**src/common/i2cmc_pkg.sv**
```systemverilog
// Purpose: shared constants and types of the two-wire mode control block
// Assumes: 32-bit apb data, one register per aligned word
// Notes: offsets are byte addresses

package i2cmc_pkg;

	// --------------------------------------------------------------
	// register map
	// --------------------------------------------------------------
	localparam int ADDR_W = 8;
	localparam logic [7:0] OFS_CTRL = 8'h00; // bus_control_first
	localparam logic [7:0] OFS_FMT = 8'h04; // format select
	localparam logic [7:0] OFS_SAR = 8'h08; // own_slave_address
	localparam logic [7:0] OFS_TXD = 8'h0c; // transmit data
	localparam logic [7:0] OFS_RXD = 8'h10; // receive_data_reg
	localparam logic [7:0] OFS_STAT = 8'h14; // status, write 1 to clear

	// --------------------------------------------------------------
	// field positions and reset values
	// --------------------------------------------------------------
	localparam int CTRL_EN = 7; // interface_enable_bit
	localparam int CTRL_NEXT_RECEIVE_BLOCK = 6; // next_receive_block
	localparam int CTRL_MST = 5; // master_select_bit
	localparam int CTRL_TRS = 4; // transmit_select_bit
	localparam int FMT_SYNC = 0; // 1: clocked synchronous format
	localparam int SAR_LO = 1; // address sits in bits 7:1
	localparam int STAT_ARB = 0;
	localparam int STAT_OVR = 1;
	localparam int STAT_AHIT = 2;
	localparam int STAT_BUSY = 3;
	localparam int STAT_TXF = 4;
	localparam int STAT_RXNE = 5;
	localparam int STAT_MODE = 6; // mode pair in bits 7:6
	localparam logic [7:0] CTRL_RST = 8'h00;
	localparam logic [6:0] SAR_RST = 7'h00;

	// --------------------------------------------------------------
	// modes and timing
	// --------------------------------------------------------------
	localparam logic [1:0] MODE_SLV_RX = 2'h0;
	localparam logic [1:0] MODE_SLV_TX = 2'h1;
	localparam logic [1:0] MODE_MST_RX = 2'h2;
	localparam logic [1:0] MODE_MST_TX = 2'h3;
	localparam int CLK_NS = 4; // core_clk period
	localparam int HALF_NS = 2000; // half period of the transfer clock
	localparam int HALF_CYC = HALF_NS / CLK_NS;
	localparam int DIV_W = 10;
	localparam int DATA_W = 8;
	localparam int FIFO_DEPTH = 8;

	typedef enum logic [1:0] {
		ST_IDLE,
		ST_SHIFT
	} i2cmc_state_type;

endpackage : i2cmc_pkg

```
**src/core/i2cmc_ctrl.sv**
```systemverilog
// Purpose: mode and enable control of a two-wire serial interface
// Assumes: apb master, pins synchronised here, acknowledge bits omitted
// Notes: received bytes pass an 8-word fifo read at the receive register
//
// Functional notes
// - enable 0 halts the block and hands both pins back to port use.
// - enable 1 permits transfers and drives clock and data as bus pins.
// - receive register read restarts master or sync slave reception if block bit 0, halts if 1.
// - arbitration loss in two-wire master mode clears master and transmit.
// - slave address match with read bit sets transmit select.
// - master and transmit bits together select one of four modes.

`timescale 1ns/1ns

module i2cmc_ctrl #(
	parameter int HALF_CYC = i2cmc_pkg::HALF_CYC,
	parameter int FIFO_DEPTH = i2cmc_pkg::FIFO_DEPTH
) (
	input wire logic core_clk,
	input wire logic rstn,
	input wire logic ce,
	input wire logic [7:0] paddr,
	input wire logic psel,
	input wire logic penable,
	input wire logic pwrite,
	input wire logic [31:0] pwdata,
	output logic [31:0] prdata,
	output logic pready,
	output logic pslverr,
	input wire logic scl_in,
	output logic scl_out,
	output logic scl_oe,
	input wire logic sda_in,
	output logic sda_out,
	output logic sda_oe,
	output logic pins_bus_sel
);

	// --------------------------------------------------------------
	// state
	// --------------------------------------------------------------
	typedef struct packed {
		logic en;
		logic next_receive_block;
		logic master_select_bit;
		logic transmit_select_bit;
		logic fmt_sync;
		logic [6:0] own_slave_address;
		logic [7:0] txd;
		logic tx_full;
		logic arb_lost;
		logic ovr;
		logic addr_hit;
		logic rx_stop;
		logic addr_phase;
		i2cmc_pkg::i2cmc_state_type state;
		logic [3:0] bitcnt;
		logic [7:0] shreg;
		logic [i2cmc_pkg::DIV_W-1:0] div;
		logic phase;
		logic scl_prev;
		logic sda_prev;
		logic push;
		logic [7:0] push_data;
		logic [31:0] prdata;
		logic pready;
		logic pslverr;
		logic scl_out;
		logic scl_oe;
		logic sda_out;
		logic sda_oe;
		logic pins_sel;
	} i2cmc_ctrl_type;

	i2cmc_ctrl_type s_q, s_d;

	logic [1:0] pins_s;
	logic scl_s, sda_s;
	logic fifo_in_ready, fifo_out_valid, fifo_pop;
	logic [7:0] fifo_out_data;
	logic [$clog2(FIFO_DEPTH):0] fifo_level;
	logic acc, acc_done, wr_done, rd_done;
	logic [1:0] mode;

	localparam logic [i2cmc_pkg::DIV_W-1:0] HALF_LD =
		i2cmc_pkg::DIV_W'(HALF_CYC - 1);

	// --------------------------------------------------------------
	// pin synchroniser and receive fifo
	// --------------------------------------------------------------
	i2cmc_sync3 #(
		.W(2)
	) u_sync (
		.core_clk(core_clk),
		.rstn(rstn),
		.ce(ce),
		.d({scl_in, sda_in}),
		.q(pins_s)
	);

	assign scl_s = pins_s[1];
	assign sda_s = pins_s[0];

	i2cmc_fifo #(
		.W(i2cmc_pkg::DATA_W),
		.DEPTH(FIFO_DEPTH)
	) u_fifo (
		.core_clk(core_clk),
		.rstn(rstn),
		.ce(ce),
		.in_valid(s_q.push),
		.in_data(s_q.push_data),
		.in_ready(fifo_in_ready),
		.out_valid(fifo_out_valid),
		.out_data(fifo_out_data),
		.out_ready(fifo_pop),
		.level(fifo_level)
	);

	// --------------------------------------------------------------
	// apb decode
	// --------------------------------------------------------------
	// one wait state: pready rises in the second access cycle
	assign acc = psel && penable;
	assign acc_done = acc && s_q.pready;
	assign wr_done = acc_done && pwrite && !s_q.pslverr;
	assign rd_done = acc_done && !pwrite && !s_q.pslverr;
	assign fifo_pop = rd_done && (paddr == i2cmc_pkg::OFS_RXD);
	assign mode = {s_q.master_select_bit, s_q.transmit_select_bit};

	// --------------------------------------------------------------
	// next state
	// --------------------------------------------------------------
	always_comb begin
		logic scl_rise, scl_fall, start_det, stop_det, sync_f;
		logic [7:0] byte_in;
		s_d = s_q;
		sync_f = s_q.fmt_sync;
		scl_rise = scl_s && !s_q.scl_prev;
		scl_fall = !scl_s && s_q.scl_prev;
		start_det = !sync_f && scl_s && s_q.scl_prev &&
			s_q.sda_prev && !sda_s;
		stop_det = !sync_f && scl_s && s_q.scl_prev &&
			!s_q.sda_prev && sda_s;
		byte_in = {s_q.shreg[6:0], sda_s};
		s_d.scl_prev = scl_s;
		s_d.sda_prev = sda_s;
		s_d.push = 1'b0;

		// bus answer and read data
		s_d.pready = acc && !s_q.pready;
		if (acc && !s_q.pready) begin
			s_d.pslverr = 1'b0;
			s_d.prdata = 32'h0;
			unique case (paddr)
				i2cmc_pkg::OFS_CTRL: s_d.prdata[7:4] =
					{s_q.en, s_q.next_receive_block, s_q.master_select_bit, s_q.transmit_select_bit};
				i2cmc_pkg::OFS_FMT: s_d.prdata[i2cmc_pkg::FMT_SYNC] =
					s_q.fmt_sync;
				i2cmc_pkg::OFS_SAR: s_d.prdata[7:1] = s_q.own_slave_address;
				i2cmc_pkg::OFS_TXD: s_d.prdata[7:0] = s_q.txd;
				i2cmc_pkg::OFS_RXD: begin
					if (fifo_out_valid) begin
						s_d.prdata[7:0] = fifo_out_data;
					end
				end
				i2cmc_pkg::OFS_STAT: begin
					s_d.prdata[i2cmc_pkg::STAT_ARB] = s_q.arb_lost;
					s_d.prdata[i2cmc_pkg::STAT_OVR] = s_q.ovr;
					s_d.prdata[i2cmc_pkg::STAT_AHIT] = s_q.addr_hit;
					s_d.prdata[i2cmc_pkg::STAT_BUSY] =
						(s_q.state == i2cmc_pkg::ST_SHIFT);
					s_d.prdata[i2cmc_pkg::STAT_TXF] = s_q.tx_full;
					s_d.prdata[i2cmc_pkg::STAT_RXNE] = fifo_out_valid;
					s_d.prdata[i2cmc_pkg::STAT_MODE +: 2] = mode;
				end
				default: s_d.pslverr = 1'b1;
			endcase
		end else begin
			// error flag stands only with pready
			s_d.pslverr = 1'b0;
		end

		// register writes; hardware updates below take priority
		if (wr_done) begin
			unique case (paddr)
				i2cmc_pkg::OFS_CTRL: begin
					s_d.en = pwdata[i2cmc_pkg::CTRL_EN];
					s_d.next_receive_block = pwdata[i2cmc_pkg::CTRL_NEXT_RECEIVE_BLOCK];
					s_d.master_select_bit = pwdata[i2cmc_pkg::CTRL_MST];
					s_d.transmit_select_bit = pwdata[i2cmc_pkg::CTRL_TRS];
				end
				i2cmc_pkg::OFS_FMT: s_d.fmt_sync =
					pwdata[i2cmc_pkg::FMT_SYNC];
				i2cmc_pkg::OFS_SAR: s_d.own_slave_address = pwdata[7:1];
				i2cmc_pkg::OFS_TXD: begin
					s_d.txd = pwdata[7:0];
					s_d.tx_full = 1'b1;
				end
				i2cmc_pkg::OFS_STAT: begin
					if (pwdata[i2cmc_pkg::STAT_ARB]) s_d.arb_lost = 1'b0;
					if (pwdata[i2cmc_pkg::STAT_OVR]) s_d.ovr = 1'b0;
					if (pwdata[i2cmc_pkg::STAT_AHIT]) s_d.addr_hit = 1'b0;
				end
				default: ;
			endcase
		end

		// receive register read gates the next reception
		if (fifo_pop && !s_q.transmit_select_bit) begin
			s_d.rx_stop = s_q.next_receive_block;
		end

		if (!s_q.en) begin
			// halted: engine idle, pins back to port use
			s_d.state = i2cmc_pkg::ST_IDLE;
			s_d.scl_oe = 1'b0;
			s_d.sda_oe = 1'b0;
			s_d.scl_out = 1'b1;
			s_d.sda_out = 1'b1;
			s_d.pins_sel = 1'b0;
			s_d.phase = 1'b1;
		end else begin
			s_d.pins_sel = 1'b1;
			unique case (s_q.state)
				i2cmc_pkg::ST_IDLE: begin
					s_d.phase = 1'b1;
					s_d.bitcnt = 4'h0;
					if (s_q.master_select_bit && (s_q.transmit_select_bit ? s_q.tx_full : !s_q.rx_stop))
					begin
						// master start: modes 10 and 11
						s_d.state = i2cmc_pkg::ST_SHIFT;
						s_d.shreg = s_q.transmit_select_bit ? s_q.txd : 8'hff;
						s_d.tx_full = s_q.tx_full && !s_q.transmit_select_bit;
						s_d.phase = 1'b0;
						s_d.div = HALF_LD;
						s_d.addr_phase = 1'b0;
					end else if (!s_q.master_select_bit && start_det) begin
						s_d.state = i2cmc_pkg::ST_SHIFT;
						s_d.shreg = 8'hff;
						s_d.addr_phase = 1'b1;
					end else if (!s_q.master_select_bit && sync_f &&
						(s_q.transmit_select_bit ? s_q.tx_full :
						(!s_q.rx_stop && fifo_in_ready))) begin
						// synchronous slave waits for transmit data, or for fifo space to receive
						s_d.state = i2cmc_pkg::ST_SHIFT;
						s_d.shreg = s_q.transmit_select_bit ? s_q.txd : 8'hff;
						s_d.tx_full = s_q.tx_full && !s_q.transmit_select_bit;
						s_d.addr_phase = 1'b0;
					end
				end
				i2cmc_pkg::ST_SHIFT: begin
					// master paces the transfer clock
					if (s_q.master_select_bit) begin
						if (s_q.div == '0) begin
							s_d.div = HALF_LD;
							s_d.phase = !s_q.phase;
						end else begin
							s_d.div = s_q.div - 1'b1;
						end
					end
					// transmit steps to the next bit while the clock is low
					if (scl_fall && s_q.transmit_select_bit && s_q.bitcnt != 4'h0) begin
						s_d.shreg = {s_q.shreg[6:0], 1'b1};
					end
					if (scl_rise) begin
						if (!sync_f && s_q.master_select_bit && s_q.transmit_select_bit &&
							s_q.shreg[7] && !sda_s) begin
							// another master pulled data low
							s_d.master_select_bit = 1'b0;
							s_d.transmit_select_bit = 1'b0;
							s_d.arb_lost = 1'b1;
							s_d.state = i2cmc_pkg::ST_IDLE;
						end else begin
							s_d.bitcnt = s_q.bitcnt + 4'h1;
							// receive collects the sampled bit, msb first
							if (!s_q.transmit_select_bit) begin
								s_d.shreg = byte_in;
							end
							if (s_q.bitcnt == 4'h7) begin
								s_d.state = i2cmc_pkg::ST_IDLE;
								if (s_q.addr_phase) begin
									if (byte_in[7:1] == s_q.own_slave_address && byte_in[0])
									begin
										s_d.transmit_select_bit = 1'b1;
										s_d.addr_hit = 1'b1;
									end
									s_d.state = i2cmc_pkg::ST_SHIFT;
									s_d.addr_phase = 1'b0;
									s_d.bitcnt = 4'h0;
									s_d.shreg = 8'hff;
								end else if (!s_q.transmit_select_bit) begin
									if (fifo_in_ready) begin
										s_d.push = 1'b1;
										s_d.push_data = byte_in;
									end else begin
										s_d.ovr = 1'b1;
										if (sync_f && s_q.master_select_bit) begin
											s_d.master_select_bit = 1'b0;
										end
									end
								end
							end
						end
					end
					if (stop_det) begin
						s_d.state = i2cmc_pkg::ST_IDLE;
					end
				end
			endcase

			// pin drive: synchronous is push-pull, two-wire open drain
			if (sync_f) begin
				s_d.scl_oe = s_q.master_select_bit;
				s_d.scl_out = s_d.phase;
				s_d.sda_oe = s_d.transmit_select_bit;
				s_d.sda_out = s_d.shreg[7];
			end else begin
				s_d.scl_oe = s_q.master_select_bit && !s_d.phase;
				s_d.scl_out = 1'b0;
				s_d.sda_oe = (s_d.state == i2cmc_pkg::ST_SHIFT) &&
					s_d.transmit_select_bit && !s_d.shreg[7];
				s_d.sda_out = 1'b0;
			end
		end
	end

	// --------------------------------------------------------------
	// state register
	// --------------------------------------------------------------
	always_ff @(posedge core_clk) begin
		if (!rstn) begin
			s_q <= '0;
			s_q.state <= i2cmc_pkg::ST_IDLE;
			s_q.en <= i2cmc_pkg::CTRL_RST[i2cmc_pkg::CTRL_EN];
			s_q.own_slave_address <= i2cmc_pkg::SAR_RST;
			s_q.phase <= 1'b1;
			s_q.scl_prev <= 1'b1;
			s_q.sda_prev <= 1'b1;
			s_q.scl_out <= 1'b1;
			s_q.sda_out <= 1'b1;
		end else if (ce) begin
			s_q <= s_d;
		end
	end

	// outputs straight from the state register
	assign prdata = s_q.prdata;
	assign pready = s_q.pready;
	assign pslverr = s_q.pslverr;
	assign scl_out = s_q.scl_out;
	assign scl_oe = s_q.scl_oe;
	assign sda_out = s_q.sda_out;
	assign sda_oe = s_q.sda_oe;
	assign pins_bus_sel = s_q.pins_sel;

endmodule : i2cmc_ctrl

```
**src/core/i2cmc_sync3.sv**
```systemverilog
// Purpose: three-stage input synchroniser with agreement filter
// Assumes: inputs are asynchronous to core_clk
// Notes: output changes once stages two and three agree

`timescale 1ns/1ns

module i2cmc_sync3 #(
	parameter int W = 2
) (
	input wire logic core_clk,
	input wire logic rstn,
	input wire logic ce,
	input wire logic [W-1:0] d,
	output logic [W-1:0] q
);

	typedef struct packed {
		logic [W-1:0] s1;
		logic [W-1:0] s2;
		logic [W-1:0] s3;
		logic [W-1:0] q;
	} i2cmc_sync_type;

	i2cmc_sync_type s_q, s_d;

	// --------------------------------------------------------------
	// next state
	// --------------------------------------------------------------
	// first stage feeds only the second; the filter sees stages 2 and 3
	always_comb begin
		s_d = s_q;
		s_d.s1 = d;
		s_d.s2 = s_q.s1;
		s_d.s3 = s_q.s2;
		for (int i = 0; i < W; i++) begin
			if (s_q.s2[i] == s_q.s3[i]) begin
				s_d.q[i] = s_q.s3[i];
			end
		end
	end

	// state register; lines idle high
	always_ff @(posedge core_clk) begin
		if (!rstn) begin
			s_q <= '1;
		end else if (ce) begin
			s_q <= s_d;
		end
	end

	assign q = s_q.q;

endmodule : i2cmc_sync3

```
**src/core/i2cmc_fifo.sv**
```systemverilog
// Purpose: small synchronous fifo with valid/ready on both sides
// Assumes: one clock, synchronous active-low reset
// Notes: full and empty come from pointers with a wrap bit

`timescale 1ns/1ns

module i2cmc_fifo #(
	parameter int W = 8,
	parameter int DEPTH = 8
) (
	input wire logic core_clk,
	input wire logic rstn,
	input wire logic ce,
	input wire logic in_valid,
	input wire logic [W-1:0] in_data,
	output logic in_ready,
	output logic out_valid,
	output logic [W-1:0] out_data,
	input wire logic out_ready,
	output logic [$clog2(DEPTH):0] level
);

	localparam int AW = $clog2(DEPTH);

	typedef struct packed {
		logic [DEPTH-1:0][W-1:0] mem;
		logic [AW:0] wp;
		logic [AW:0] rp;
	} i2cmc_fifo_type;

	i2cmc_fifo_type s_q, s_d;
	logic full, empty;

	// --------------------------------------------------------------
	// flags and next state
	// --------------------------------------------------------------
	assign full = (s_q.wp[AW] != s_q.rp[AW]) &&
		(s_q.wp[AW-1:0] == s_q.rp[AW-1:0]);
	assign empty = (s_q.wp == s_q.rp);
	assign in_ready = !full;
	assign out_valid = !empty;
	assign out_data = s_q.mem[s_q.rp[AW-1:0]];
	assign level = s_q.wp - s_q.rp;

	// push and pop may happen together
	always_comb begin
		s_d = s_q;
		if (in_valid && !full) begin
			s_d.mem[s_q.wp[AW-1:0]] = in_data;
			s_d.wp = s_q.wp + 1'b1;
		end
		if (out_ready && !empty) begin
			s_d.rp = s_q.rp + 1'b1;
		end
	end

	// state register
	always_ff @(posedge core_clk) begin
		if (!rstn) begin
			s_q <= '0;
		end else if (ce) begin
			s_q <= s_d;
		end
	end

endmodule : i2cmc_fifo

```
**config.mk**
```make
export PLATFORM = sky130hd
export DESIGN_NAME = i2cmc_ctrl
export DESIGN_NICKNAME = d
export VERILOG_FILES = /design/src/common/i2cmc_pkg.sv /design/src/core/i2cmc_ctrl.sv /design/src/core/i2cmc_sync3.sv /design/src/core/i2cmc_fifo.sv
export SDC_FILE = /design/constraint.sdc
export NUM_CORES = 1
export LEC_CHECK = 0
export BUFFER_PORTS_ARGS = -buffer_cell sky130_fd_sc_hd__buf_2
export CAP_MARGIN = 20
export CORE_MARGIN = 1
export CORE_UTILIZATION = 41
export CTS_CLUSTER_DIAMETER = 40
export DETAILED_ROUTE_END_ITERATION = 6
export GPL_ROUTABILITY_DRIVEN = 1
export HOLD_SLACK_MARGIN = 0.1
export SETUP_SLACK_MARGIN = 0.3
export SYNTH_ARGS = -nofsm -noshare
export SYNTH_HDL_FRONTEND = slang
export SYNTH_SLANG_ARGS = --single-unit
```
**constraint.sdc**
```tcl
create_clock -name core_clk -period 3 [get_ports core_clk]
set_input_delay 0.75 -clock core_clk [delete_from_list [all_inputs] [get_ports core_clk]]
set_output_delay 0.75 -clock core_clk [all_outputs]
set_load 0.01 [all_outputs]
```
==> results.json, run 1 <==
{
  "clkTransAtPathRegs_ns": 0.07,
  "dr.pass1.iters": 5,
  "rsz0062_at_grt": "no",
  "yosys-top-cells-area": "dfxtp_1 (40%), mux2i_1 (11%), nor2_1 (5.7%)",
  "yosys.area_share.simple": 0.172,
  "die_area_mm2": 0.0198,
  "gp_congestion": 0.903,
  "synth_common_cells": "dfxtp_1 (157), nor2_1 (119), mux2i_1 (90)",
  "pwr-share-clk": 0.481,
  "sequentialPowerShare": 0.486,
  "hold_ws_ns": 0.476,
  "clockRootBuffer": "clkbuf_16",
  "timing.fmax_ghz": 0.404,
  "cts_resized": 0,
  "synthMuxAreaShare": 0.171,
  "switching_share": 0.252,
  "p_int_mw": 3.23,
  "synth-seq-area-share": 0.398,
  "synth-compound-area-share": 0.159,
  "cp-start-kind": "flop",
  "synth_area_mm2": 0.00789,
  "worst_slew_margin_rel": 0.418,
  "io_buffer_count": 38,
  "cts_max_level": 4,
  "grt_max_degree": 42,
  "vias": 6483,
  "synth_top_area_frac": 0.398,
  "worstPathMaxFanout": 7,
  "ff2ff_path_depth": 6,
  "hold_path.class": "flop to flop",
  "endpoint_kind": "flop",
  "worstPathArrival_ns": 2.82,
  "cts_hold_repair.buffers": 0,
  "setup_viol": 0,
  "grt_pass1_vias": 6179,
  "yosys.area.top_type": "dfxtp_1",
  "holdPathEnd": "u_fifo.s_q[58]",
  "placed_cell_area_mm2": 0.00830,
  "async_reset_ff_frac": 0,
  "yosys_warnings": 0,
  "rrSetupSlack_ns": 0.53,
  "hold_depth": 2,
  "drv_cap": 0,
  "finalCriticalPeriod_ns": 2.47,
  "grt_first_pass_wirelength_mm": 33.2,
  "final_core_util": 0.472,
  "start_util": 0.420,
  "required_ns": 3.35,
  "std_cell_rows": 50,
  "synthAdderAreaFrac": 0.00793,
  "rr_startpoint": "mode[1]",
  "clockBufferDepth": 2,
  "synth_seq_cells": 157,
  "ios": 87,
  "vdd_drop_max_uv": 330,
  "fp.dieW_um": 141,
  "cts.sinks": 157,
  "die_height_um": 141,
  "powerDensity_mw_per_mm2": 487,
  "p_sw_mw": 1.09,
  "combinationalPowerShare": 0.033,
  "antenna_found_initial": 1,
  "crit_type": "flop to flop",
  "nNetsFinal": 980,
  "detail-route-antenna-nets": 0,
  "drc": 0,
  "tightest_slew_ns": 0.868,
  "post_drt_wl_per_cell_um": 17.5,
  "leakage_nw": 3.45,
  "drt_iter0_markers": 461,
  "drv_slew": 0,
  "holdCritStartpoint": "u_fifo.s_q[58]",
  "syn_to_final_growth_pct": 12.3,
  "p_total_mw": 4.32,
  "cts_made_buffers": 17,
  "clock_skew_ns": 0.0104,
  "synth_flop_cell": "dfxtp_1",
  "cts_tree": "yes",
  "cts_post_setup_buffers_inserted": 0,
  "synth_xor_area_frac": 0.0189,
  "post-dp-hpwl_mm": 14.2,
  "timing.final.hold_violations": 0,
  "fin_tns_setup_ns": 0,
  "overflow": 0,
  "outcome": "completed",
  "final_cell_area_mm2": 0.00886,
  "critPathLaunch": "mode[1]",
  "synth_most_common_cell": "dfxtp_1",
  "vias_per_cell": 5.52,
  "drive_gt1_frac": 0.161,
  "ys_types": 67,
  "synth_top_family_by_area": "simple AND/OR/NAND/NOR gates",
  "synth-edff-count": 0,
  "syn_inst": 901,
  "fin_crit_sh": 0.824,
  "track_usage": 0.217,
  "routed_wl_mm": 20.5,
  "syn_avg_cell_area_um2": 8.76,
  "coreArea_mm2": 0.0188,
  "clk_latency_ns": 0.44,
  "rr_endpoint": "sda_oe"
}
==> layout make-up <==
type | instances | area (um2)
multi-input cells | 653 | 4270
well taps | 234 | 293
flip-flops and latches | 157 | 3140
inverters | 21 | 80.1
repair buffers | 77 | 520
diodes | 1 | 2.50
fillers | 1843 | 9910
clock buffers | 19 | 433
clock inverters | 13 | 123
==> worst max path at each step <==
stage                     to  cells after the start
6_report              sda_oe                      6
3_3_place_gp   u_fifo.s_q[1]                      7
5_1_grt               sda_oe                      6
3_5_place_dp         mode[0]                      7
4_1_cts               sda_oe                      6
2_1_floorplan        s_q[95]                      7
==> worst max-delay path, cell delays in order (launching register included) <==
cell,delay (ns)
dfxtp_1,0.37
nor4bb_1,0.55
a211oi_1,0.33
a211oi_1,0.34
o211ai_1,0.22
o311a_1,0.41
a211oi_2,0.18
==> placed cells by master (no fill, tap or decap), types with 16 or more instances in the layout <==
master,Yosys,layout
buf_2,10,38
mux2i_1,90,90
buf_4,32,36
dfxtp_1,157,157
a21oi_1,69,69
nand2_1,76,76
clkbuf_16,0,17
nor2_1,119,119
conb_1,1,24
mux4_2,16,16
o21ai_0,71,71
inv_1,21,20
==> power by group through the flow <==
stage / logic [mW] / clock network (mW) / registers (mW)
2_1_floorplan: 0.114 / 0 / 2.15
3_3_place_gp: 0.144 / 0 / 2.15
3_5_place_dp: 0.143 / 0 / 2.15
4_1_cts: 0.144 / 2.12 / 2.10
5_1_grt: 0.157 / 2.20 / 2.10
6_report: 0.143 / 2.08 / 2.10
==> routing by layer <==
metal	global-route usage	wire [um]	vias up
li1	-	-	3191
met1	0.276	9470	3122
met2	0.353	9790	140
met3	0.0520	820	30
met4	0.0841	439	0
met5	0	0	-
==> metrics by stage <==
stage,worst slack [ns],cells
finish,0.527,1175
global route,0.364,1174
CTS,0.567,1174
detailed placement,0.117,1142
global placement,0.135,1142
floorplan,0.315,924
==> cell families after synthesis <==
group | Yosys count
AND/OR/NAND/NOR | 283
AO/OA/AOI/OAI | 210
flip-flops | 157
multiplexers | 114
XOR/XNOR | 17
buffers and inverters | 114
other | 1
adder cells (fa/ha/maj) | 5
==> sequential cells by signal, indices dropped and copies added, names as in the netlist, 2 cells and up <==
register,flops
s_q,60
u_sync.s_q,2
u_sync.q,2
u_fifo.s_q,72
u_sync.s_d,4
mode,2
prdata,8
Note: power is estimated with default switching activity, not from simulation.
==> run 2: changes to the inputs <==
Clock period 3 ns to 2.6 ns, I/O delays scaled along.
==> run 2 against run 1 <==
  * Via count increased by 1.6%
  * Sequential share of layout area shrank 0.89 points
  * Combinational power rose by 21%
==> results.json, run 2 (synthesis results as in run 1) <==
{
  "antenna_found_initial": 0,
  "detail-route-antenna-nets": 0,
  "dp.cells": 1159,
  "worstPathArrival_ns": 2.60,
  "drv_cap": 0,
  "fin_crit_sh": 0.889,
  "start_util": 0.420,
  "clockRootBuffer": "clkbuf_16",
  "fin_ws_ns": 0.287,
  "routed_wl_mm": 20.7,
  "vias_per_cell": 5.52,
  "hold_path.class": "input port to flop",
  "fp.dieW_um": 141,
  "endpoint_kind": "flop",
  "post_drt_wl_per_cell_um": 17.4,
  "cts_tree": "yes",
  "clockBufferDepth": 2,
  "final_cell_mix": "dfxtp_1 (157), nor2_1 (119), mux2i_1 (90)",
  "drt_iter0_markers": 519,
  "overflow": 0,
  "crit_type": "input port to flop",
  "ios": 87,
  "cts_made_buffers": 17,
  "worst_slew_margin_rel": 0.541,
  "fin_tns_setup_ns": 0,
  "io_buffer_count": 38,
  "ff2ff_path_depth": 7,
  "grt_pass1_vias": 6270,
  "drive_gt1_frac": 0.186,
  "cp-start-kind": "input port",
  "tightest_slew_ns": 0.686,
  "coreArea_mm2": 0.0188,
  "dp_slack_ns": -0.170,
  "track_usage": 0.217,
  "required_ns": 2.89,
  "dr.pass1.iters": 5,
  "stdcell_count": 1192,
  "cts_hold_repair.buffers": 0,
  "outcome": "completed",
  "cts_max_level": 4,
  "vias": 6585,
  "drc": 0,
  "regArea_mm2": 0.00314,
  "final_common_cell": "dfxtp_1",
  "hold_ws_ns": 0.449,
  "p_total_mw": 5.00,
  "die_height_um": 141,
  "setup_viol": 0,
  "std_cell_rows": 50,
  "post-dp-hpwl_mm": 14.6,
  "vdd_drop_max_uv": 415,
  "timing.final.hold_violations": 0,
  "timing.fmax_ghz": 0.432,
  "clk_latency_ns": 0.43,
  "gp_congestion": 0.923,
  "fill_cells": 1810,
  "cts.sinks": 157,
  "drv_slew": 0,
  "die_area_mm2": 0.0198,
  "largest-register": "u_fifo.s_q",
  "powerDensity_mw_per_mm2": 550,
  "leakage_nw": 3.57,
  "grt_max_degree": 42,
  "nNetsFinal": 998,
  "syn_to_final_growth_pct": 15.2,
  "placed_cell_area_mm2": 0.00848,
  "grt_first_pass_wirelength_mm": 33.5,
  "final_core_util": 0.484,
  "final_cell_area_mm2": 0.00909,
  "hold_depth": 3,
  "finalCriticalPeriod_ns": 2.31,
  "clock_skew_ns": 0.00988,
  "rsz0062_at_grt": "yes",
  "clkTransAtPathRegs_ns": 0.07,
  "multi_input_area_mm2": 0.00432,
  "largest_register_ffs": 72,
  "diodes": 0,
  "worstPathMaxFanout": 3
}
[run 2: cell count changes in the layout (fill, tap and decap cells not counted), sizes merged]
cell	before	now
clkinv	6	4
buf	77	95
diode	1	0
clkinvlp	0	2
[run 2: worst paths after layout]
kind | startpoint | endpoint | slack (ns)
max | paddr[1] | mode[0] | 0.29
min | scl_in | u_sync.s_d[5] | 0.45
max reg2reg | mode[0] | sda_oe | 0.39
min reg2reg | scl_oe | scl_oe | 0.46
[run 2: repair_timing]
action,4_1_cts,5_1_grt
gates resized for setup,2,7
pin swaps,0,3
setup buffers,0,1
setup endpoints to repair,2,13
cloned,0,0
[run 2: worst max-delay path: stages]
cell and delay [ns]:
buf_6 0.09, or4_4 0.57, or3_4 0.37, buf_12 0.14, nor4_4 0.20, mux2_4 0.35, o21ai_4 0.15, a31oi_1 0.09
[run 2: final cells by class]
cell class | count | share of cell area
well taps | 234 | 0.0322
repair buffers | 95 | 0.0756
multi-input cells | 653 | 0.476
clock buffers | 19 | 0.0487
flip-flops and latches | 157 | 0.346
clock inverters | 13 | 0.0132
inverters | 21 | 0.00881
[run 2: metal layers]
metal	global-route usage	part of all wire	up-vias
met5	0	0	-
met4	0.0789	0.023	0
met3	0.0357	0.033	32
met2	0.356	0.48	137
met1	0.287	0.46	3178
li1	-	-	3238
[run 2: power breakdown]
part | leakage (nW) | total (mW) | switching (mW) | internal (mW)
logic | 2.03 | 0.173 | 0.120 | 0.0523
clock network | 0.274 | 2.40 | 1.11 | 1.29
registers | 1.27 | 2.42 | 0.00788 | 2.42
total | 3.57 | 5.00 | 1.24 | 3.76
